### config.mk
export PLATFORM = sky130hd
export DESIGN_NAME = port_expander
export DESIGN_NICKNAME = d
export VERILOG_FILES = /design/src/hw/pin_sync.v /design/src/hw/port_expander.v
export VERILOG_INCLUDE_DIRS = /design/src /design/src/hw
export SDC_FILE = /design/constraint.sdc
export NUM_CORES = 1
export LEC_CHECK = 0
export ABC_AREA = 1
export BUFFER_PORTS_ARGS = -buffer_cell sky130_fd_sc_hd__buf_4
export CORE_AREA = 2 2 113 115
export DETAILED_ROUTE_END_ITERATION = 6
export DIE_AREA = 0 0 115 117
export PLACE_DENSITY = 0.89
export REMOVE_ABC_BUFFERS = 1
export SYNTH_ARGS = -nofsm -noshare
export SYNTH_HDL_FRONTEND = slang
export SYNTH_SLANG_ARGS = --single-unit
### constraint.sdc
create_clock -name ref_clk -period 2.62 [get_ports ref_clk]
set_input_delay 0.786 -clock ref_clk [delete_from_list [all_inputs] [get_ports ref_clk]]
set_output_delay 0.786 -clock ref_clk [all_outputs]
set_load 0.1 [all_outputs]
### src/hw/port_expander_regs.vh
// Constants for the sixteen-bit serial port expander.
`ifndef PORT_EXPANDER_REGS_VH
`define PORT_EXPANDER_REGS_VH
// ****************************************
// Bus address and framing
// ****************************************
`define ADDR_FIXED_HI 4'h4
`define ADDR_LOW_W 3
`define BIT_CNT_LAST 4'h7
`define BIT_CNT_ACK 4'h8
`define BIT_CNT_ZERO 4'h0
`define PORT_W 16
`define PORT_ALL_ONES 16'hFFFF
`define PORT_ALL_ZERO 16'h0000
`define BYTE_ZERO 8'h00
// ****************************************
// Read bit positions
// ****************************************
`define LO_MSB 7
`define HI_MSB 15
`define LO_NEXT_TOP 6
`define HI_NEXT_TOP 14
// ****************************************
// Interrupt timing
// ****************************************
`define IRQ_VALID_DELAY_NS 4000
`define CLK_PERIOD_NS 40
`define IRQ_VALID_CYCLES ((`IRQ_VALID_DELAY_NS) / (`CLK_PERIOD_NS))
`define IRQ_CNT_W 8
`define CLR_HOLD_CYCLES 2'h3
`define CLR_HOLD_ZERO 2'h0
`endif

### src/hw/pin_sync.v
// Two-stage synchroniser for a group of pins from outside the clock's domain.
`timescale 1ns/1ps
`default_nettype none
module pin_sync #(
	parameter W = 1,
	parameter [W-1:0] INIT = {W{1'b1}}
) (
	// Clock and reset.
	input wire ref_clk,
	input wire sys_rst,
	input wire clk_en,
	// Pins in and synchronised levels out.
	input wire [W-1:0] async_in,
	output reg [W-1:0] sync_out
);
	reg [W-1:0] meta_q;

	// Only the second stage is read outside this module.
	always @(posedge ref_clk) begin
		if (sys_rst) begin
			meta_q <= INIT;
			sync_out <= INIT;
		end else if (clk_en) begin
			meta_q <= async_in;
			sync_out <= meta_q;
		end
	end
endmodule // pin_sync
`default_nettype wire

### src/hw/port_expander.v
// Sixteen-bit quasi-bidirectional port expander behind a serial two-wire slave.
// Notes on behaviour
// - Sixteen port pins, each input or output, with no direction register.
// - After reset all port pins are undriven.
// - Writing a pin high pulses a strong pull-up until next clock falling edge.
// - Any input pin edge asserts the active-low interrupt after a set delay.
// - Interrupt clears when pins return to snapshot, or on port read or write.
// - Clear happens in the acknowledge bit: read after rise, write after fall.
// - Pin changes during the acknowledge pulse may be lost or very short.
// - Later changes re-assert interrupt; traffic to other slaves has no effect.
// - Data moves in byte pairs, low half first then high half.
// - Write bytes are acknowledged; pair shows on pins after second acknowledge.
// - Unlimited pairs per write, each replacing the port value.
// - Read returns sampled pin values; fast changes may be missed.
// - Reset holds the block; release returns the bus machine to idle.
// - Three select inputs give the low address bits, eight devices per bus.
// - Answers addresses 0x20 to 0x27, select bits most significant first.
// - General call ignored; only a matching address is acknowledged.
// - A stop mid-pair keeps the port value from the last full pair.
`timescale 1ns/1ps
`default_nettype none
`include "port_expander_regs.vh"
module port_expander (
	// Clock, reset and clock enable.
	input wire ref_clk,
	input wire sys_rst,
	input wire clk_en,
	// Serial bus, open drain on the data line.
	input wire scl_in,
	input wire sda_in,
	output reg sda_oe,
	// Address select straps.
	input wire addr_sel_bit0,
	input wire addr_sel_bit1,
	input wire addr_sel_bit2,
	// Port pins: low drive enable and strong pull-up enable per pin.
	input wire [15:0] port_in,
	output reg [15:0] port_pull_low,
	output reg [15:0] port_pull_high,
	// Interrupt, open drain, active low; high enable means pin pulled low.
	output reg irq_n_oe
);
	// ****************************************
	// Input synchronisers
	// ****************************************
	wire scl_s;
	wire sda_s;
	wire [2:0] sel_s;
	wire [15:0] pin_s;

	pin_sync #(.W(2), .INIT(2'h3)) u_bus_sync (
		.ref_clk(ref_clk), .sys_rst(sys_rst), .clk_en(clk_en),
		.async_in({scl_in, sda_in}), .sync_out({scl_s, sda_s}));
	pin_sync #(.W(3), .INIT(3'h0)) u_sel_sync (
		.ref_clk(ref_clk), .sys_rst(sys_rst), .clk_en(clk_en),
		.async_in({addr_sel_bit2, addr_sel_bit1, addr_sel_bit0}), .sync_out(sel_s));
	pin_sync #(.W(16), .INIT(16'hFFFF)) u_pin_sync (
		.ref_clk(ref_clk), .sys_rst(sys_rst), .clk_en(clk_en),
		.async_in(port_in), .sync_out(pin_s));

	// ****************************************
	// Edge and condition detection
	// ****************************************
	reg scl_q;
	reg sda_q;
	wire scl_rise = scl_s & ~scl_q;
	wire scl_fall = ~scl_s & scl_q;
	wire start_c = scl_s & scl_q & sda_q & ~sda_s;
	wire stop_c = scl_s & scl_q & ~sda_q & sda_s;

	// Registered copies of the synchronised lines; idle high so reset makes no false edge.
	always @(posedge ref_clk) begin
		if (sys_rst) begin
			scl_q <= 1'b1;
			sda_q <= 1'b1;
		end else if (clk_en) begin
			scl_q <= scl_s;
			sda_q <= sda_s;
		end
	end

	// ****************************************
	// Serial slave state machine
	// ****************************************
	localparam [4:0] ST_IDLE = 5'h01;
	localparam [4:0] ST_ADDR = 5'h02;
	localparam [4:0] ST_WR = 5'h04;
	localparam [4:0] ST_RD = 5'h08;
	localparam [4:0] ST_RACK = 5'h10;

	reg [4:0] state_q;
	reg [3:0] bit_q;
	reg [7:0] shift_q;
	reg [7:0] low_byte_q;
	reg high_sel_q;
	reg [15:0] port_q;
	reg [15:0] rd_q;
	reg ack_q;
	reg clr_q;
	wire [6:0] my_addr = {`ADDR_FIXED_HI, sel_s};
	wire [7:0] shifted = {shift_q[6:0], sda_s};

	// Byte pointer picks the half: pairs alternate low then high.
	always @(posedge ref_clk) begin
		if (sys_rst) begin
			state_q <= ST_IDLE;
			bit_q <= `BIT_CNT_ZERO;
			shift_q <= `BYTE_ZERO;
			low_byte_q <= `BYTE_ZERO;
			high_sel_q <= 1'b0;
			port_q <= `PORT_ALL_ONES;
			port_pull_high <= `PORT_ALL_ZERO;
			rd_q <= `PORT_ALL_ONES;
			ack_q <= 1'b0;
			sda_oe <= 1'b0;
			clr_q <= 1'b0;
		end else if (clk_en) begin
			clr_q <= 1'b0;
			// Strong pull-up ends on any clock falling edge.
			if (scl_fall)
				port_pull_high <= `PORT_ALL_ZERO;
			if (stop_c) begin
				state_q <= ST_IDLE;
				sda_oe <= 1'b0;
				ack_q <= 1'b0;
			end else if (start_c) begin
				state_q <= ST_ADDR;
				bit_q <= `BIT_CNT_ZERO;
				sda_oe <= 1'b0;
				ack_q <= 1'b0;
				high_sel_q <= 1'b0;
			end else begin
				case (state_q)
				ST_IDLE: begin
					sda_oe <= 1'b0;
				end
				ST_ADDR, ST_WR: begin
					if (scl_rise && bit_q <= `BIT_CNT_LAST) begin
						shift_q <= shifted;
						bit_q <= bit_q + 4'h1;
					end
					if (scl_fall && bit_q == `BIT_CNT_ACK && !ack_q) begin
						if (state_q == ST_ADDR) begin
							if (shift_q[7:1] == my_addr) begin
								ack_q <= 1'b1;
								sda_oe <= 1'b1;
							end else
								state_q <= ST_IDLE;
						end else begin
							ack_q <= 1'b1;
							sda_oe <= 1'b1;
						end
					end else if (scl_fall && ack_q) begin
						ack_q <= 1'b0;
						sda_oe <= 1'b0;
						bit_q <= `BIT_CNT_ZERO;
						if (state_q == ST_ADDR) begin
							rd_q <= pin_s;
							if (shift_q[0]) begin
								state_q <= ST_RD;
								sda_oe <= ~pin_s[`LO_MSB];
							end else
								state_q <= ST_WR;
						end else begin
							clr_q <= 1'b1;
							if (high_sel_q) begin
								port_q <= {shift_q, low_byte_q};
								port_pull_high <= {shift_q, low_byte_q};
							end else
								low_byte_q <= shift_q;
							high_sel_q <= ~high_sel_q;
						end
					end
				end
				ST_RD: begin
					// Bits leave MSB first; next bit is set after each fall.
					if (scl_fall) begin
						if (bit_q == `BIT_CNT_LAST) begin
							sda_oe <= 1'b0;
							state_q <= ST_RACK;
						end else begin
							sda_oe <= high_sel_q ?
								~rd_q[`HI_NEXT_TOP - bit_q[2:0]] :
								~rd_q[`LO_NEXT_TOP - bit_q[2:0]];
						end
						bit_q <= bit_q + 4'h1;
					end
				end
				ST_RACK: begin
					if (scl_rise) begin
						clr_q <= 1'b1;
						if (sda_s)
							state_q <= ST_IDLE;
					end else if (scl_fall) begin
						bit_q <= `BIT_CNT_ZERO;
						state_q <= ST_RD;
						if (high_sel_q)
							rd_q <= pin_s;
						high_sel_q <= ~high_sel_q;
						sda_oe <= high_sel_q ? ~pin_s[`LO_MSB] : ~rd_q[`HI_MSB];
					end
				end
				default: begin
					state_q <= ST_IDLE;
				end
				endcase
			end
		end
	end

	// Quasi-bidirectional pins: a zero drives low, a one is left weak.
	always @(posedge ref_clk) begin
		if (sys_rst)
			port_pull_low <= `PORT_ALL_ZERO;
		else if (clk_en)
			port_pull_low <= ~port_q;
	end

	// ****************************************
	// Change detect interrupt
	// ****************************************
	// The snapshot is retaken at each clear, so a change inside the
	// acknowledge pulse is absorbed: the cost of clearing there.
	reg [15:0] snap_q;
	reg [`IRQ_CNT_W-1:0] dly_q;
	reg [1:0] clr_hold_q;
	wire differs = |(pin_s ^ snap_q);

	// A written value needs a few cycles to come back through the pin synchroniser,
	// so the snapshot is retaken for that long; otherwise every write would interrupt.
	always @(posedge ref_clk) begin
		if (sys_rst) begin
			snap_q <= `PORT_ALL_ONES;
			dly_q <= {`IRQ_CNT_W{1'b0}};
			irq_n_oe <= 1'b0;
			clr_hold_q <= `CLR_HOLD_ZERO;
		end else if (clk_en) begin
			if (clr_q || clr_hold_q != `CLR_HOLD_ZERO) begin
				snap_q <= pin_s;
				dly_q <= {`IRQ_CNT_W{1'b0}};
				irq_n_oe <= 1'b0;
				clr_hold_q <= clr_q ? `CLR_HOLD_CYCLES : clr_hold_q - 2'h1;
			end else if (!differs) begin
				dly_q <= {`IRQ_CNT_W{1'b0}};
				irq_n_oe <= 1'b0;
			end else if (dly_q >= `IRQ_VALID_CYCLES - 1) begin
				irq_n_oe <= 1'b1;
			end else
				dly_q <= dly_q + 1'b1;
		end
	end
endmodule // port_expander
`default_nettype wire

==> metrics.txt <==
run status finished, final reports clean; Req. time, crit path 2970 ps; CTS sink count 164; Startpoint Class flip-flop; placed cells 1,152; Cell Area, Placed approximately 0.0077 sq mm; crit-path max cell delay 390 ps; first-pass GRT wire length about 28,000 microns; cell taking the most area after synthesis dfxtp_1; Final nets 1,052; Post-DRT Antenna Nets 0; share of Yosys cell area claimed by the top area cell type 45.7%; Syn Inst Count between 900 and 1k; Finished Layout Cells ~1.2k; endpoints failing setup 0; fin worst setup slack 364 ps; postcts setup bufs 0; Initial Util between 50% and 60%; Crit-path slowest cell dfxtp_1; CTS tree yes; CTS clk-pin slew, worst paths approximately 70 ps; Hold Path Class flip-flop to flip-flop; Max Fanout on Critical Path 18; WP buf/inv 3; layout cells sized above 1 a little over an eighth; Die X 115 microns; number of distinct library cells after synthesis 40; Num CTS Buffers 17; GR Util All Layers 25.6%; clk root buf clkbuf_16; syn avg cell area 7.32 sq um; DRT Wirelength ~17,000 microns; initial antenna violation count 0; row cnt 41; drt pass-1 iters 6; CTS HTree Levels 4; grt total ovfl 0; Finished Cell Area 0.00829 sq mm; worst skew pair latency 420 ps; via count 6,537; vias in the first global route around 5.9k; Mapped Area 0.00719 sq mm; flops & latches, synth about 160; final hold vios 0; Place WS approximately 450 ps; Detailed Place HPWL approximately 10,000 microns; drt wl/cell 14.2 microns; IO Count 58; placer congestion estimate 0.997; Setup Total Neg Slack 0 ps; fin crit share 86.1%; peak supply drop 0.000494 V; Synth-to-Final Area Change 15.2%; CP Class flip-flop to flip-flop; top cells by area, synth dfxtp_1 (46%), nand2_1 (15%), nand3_1 (6.1%), a21oi_1 (5.2%), o21ai_0 (4.6%); CP top delay family simple AND/OR/NAND/NOR gates; worst-margin pin slew 592 ps; Tot Pwr 6.42 mW; RSZ-0062 raised after global routing false; cts hold-fix bufs 0; vias per inst 5.53; die area between 0.01 and 0.015 sq mm; DR iter-0 viols between 500 and 600; Ys Warns 0; pwr dens 774 mW/mm^2; Clock Skew 7.44 ps; post-synthesis sequential area ratio 45.7%; Setup crit end kind flip-flop; Leakage ~3.9 nW; clk buf depth 2; Fmax 443 MHz; PortBufs 57; # DRC 0; Max-Cap Viols 0; Period minus WS final 2260 ps; signal arrival time at the worst endpoint 2610 ps; Slew HR 60.5%; n_diodes 0; Post-CTS Resized 0; largest net degree at the start of global routing 68; Cell Chain, Critical Path inv_1, ha_1, nand2_1, inv_1, nand3b_1, nor2_1, a31oi_1, nand3_4, inv_4, nand2_1, nand3_1; max-slew violations 0; Die Ht 117 microns; core area ~0.012 sq mm
## stage by stage
| stage | hold WS, ps | utilization [%] |
|---|---|---|
| detailed placement | 422 | 62.3 |
| global placement | 420 | 62.3 |
| global route | 450 | 67.3 |
| finish | 433 | 67.3 |
| CTS | 434 | 67.3 |
| floorplan | 412 | - |
## power by group
group	switching (mW)	internal (mW)
Sequential	0.118	2.64
Clock	0.999	1.62
Combinational	0.712	0.330
Total	1.83	4.59
## cells in the final DEF, fill, tap and decap left out, types with 6 or more instances in the layout
| cell type | count |
|---|---|
| a21oi_1 | 75 |
| buf_4 | 65 |
| clkbuf_16 | 17 |
| dfxtp_1 | 164 |
| ha_1 | 7 |
| inv_1 | 78 |
| inv_2 | 6 |
| nand2_1 | 278 |
| nand2_2 | 8 |
| nand3_1 | 88 |
| nor2_1 | 83 |
| nor2_2 | 6 |
| o211ai_1 | 23 |
| o211ai_2 | 7 |
| o21ai_0 | 66 |
| xor2_1 | 8 |
## cell type report
type | count | area [sq um]
clock buffers | 19 | 443
multi-input cells | 682 | 3330
repair buffers | 67 | 528
inverters | 89 | 340
well taps | 150 | 188
fillers | 956 | 4030
clock inverters | 12 | 179
flip-flops and latches | 164 | 3280
## cells in the mapped netlist, drive strengths merged
cell,n
o21ai,66
o211ai,30
nor2,92
xnor2,2
nand3,96
dfxtp,164
o21bai,1
ha,7
and2,1
nor3,5
nand4,2
buf,12
mux2i,1
a21oi,77
inv,87
o22ai,2
clkinv,2
nand3b,2
nand2,287
xor2,8
clkbuf,35
a31oi,3
## metal layers
| layer | vias to the layer above | part of all wire (%) | global-route usage (%) | routed length [microns] |
|---|---|---|---|---|
| li1 | 3263 | - | - | - |
| met3 | 42 | 5.8 | 5.15 | 979 |
| met4 | 0 | 2.4 | 9.64 | 397 |
| met2 | 228 | 47 | 41.3 | 7950 |
| met5 | - | 0 | 0 | 0 |
| met1 | 3004 | 44 | 34.2 | 7440 |
## cell families after synthesis
kind of cell	count (synthesis)	synth area share [%]
multiplexers	1	0.139
adder cells (fa/ha/maj)	7	1.22
XOR/XNOR	10	1.22
AO/OA/AOI/OAI	179	14.3
buffers and inverters	136	8.09
AND/OR/NAND/NOR	485	29.4
flip-flops	164	45.7
## worst reg2reg max path, stage by stage, from the launching register on
cell and delay [ps]:
dfxtp_1 390, inv_1 100, ha_1 270, nand2_1 90, inv_1 50, nand3b_1 160
nor2_1 90, a31oi_1 310, nand3_4 300, inv_4 240, nand2_1 110, nand3_1 90
## worst paths after layout
kind | end | slack (ps) | from | cells after the start
setup / recovery | rd_q[3]$_SDFFE_PP1P_ | 360 | u_bus_sync.sync_out[1]$_SDFFE_PP1P_ | 11
hold / removal | port_pull_low[1]$_SDFFE_PP0P_ | 430 | port_q[1]$_SDFFE_PP1P_ | 1
setup reg to reg | rd_q[3]$_SDFFE_PP1P_ | 360 | u_bus_sync.sync_out[1]$_SDFFE_PP1P_ | 11
hold reg to reg | port_pull_low[1]$_SDFFE_PP0P_ | 430 | port_q[1]$_SDFFE_PP1P_ | 1
## flip-flops by register name (all words and copies together), names as in the netlist, 2 cells and up
register and count:
state_q 5, u_sel_sync.sync_out 3, u_bus_sync.meta_q 2, low_byte_q 8, shift_q 8, u_sel_sync.meta_q 3, rd_q 16, bit_q 4
snap_q 16, u_pin_sync.sync_out 16, port_pull_low 16, port_q 16, u_bus_sync.sync_out 2, dly_q 8, clr_hold_q 2, port_pull_high 16
u_pin_sync.meta_q 16
No activity file was read; power rests on OpenSTA's default activity.
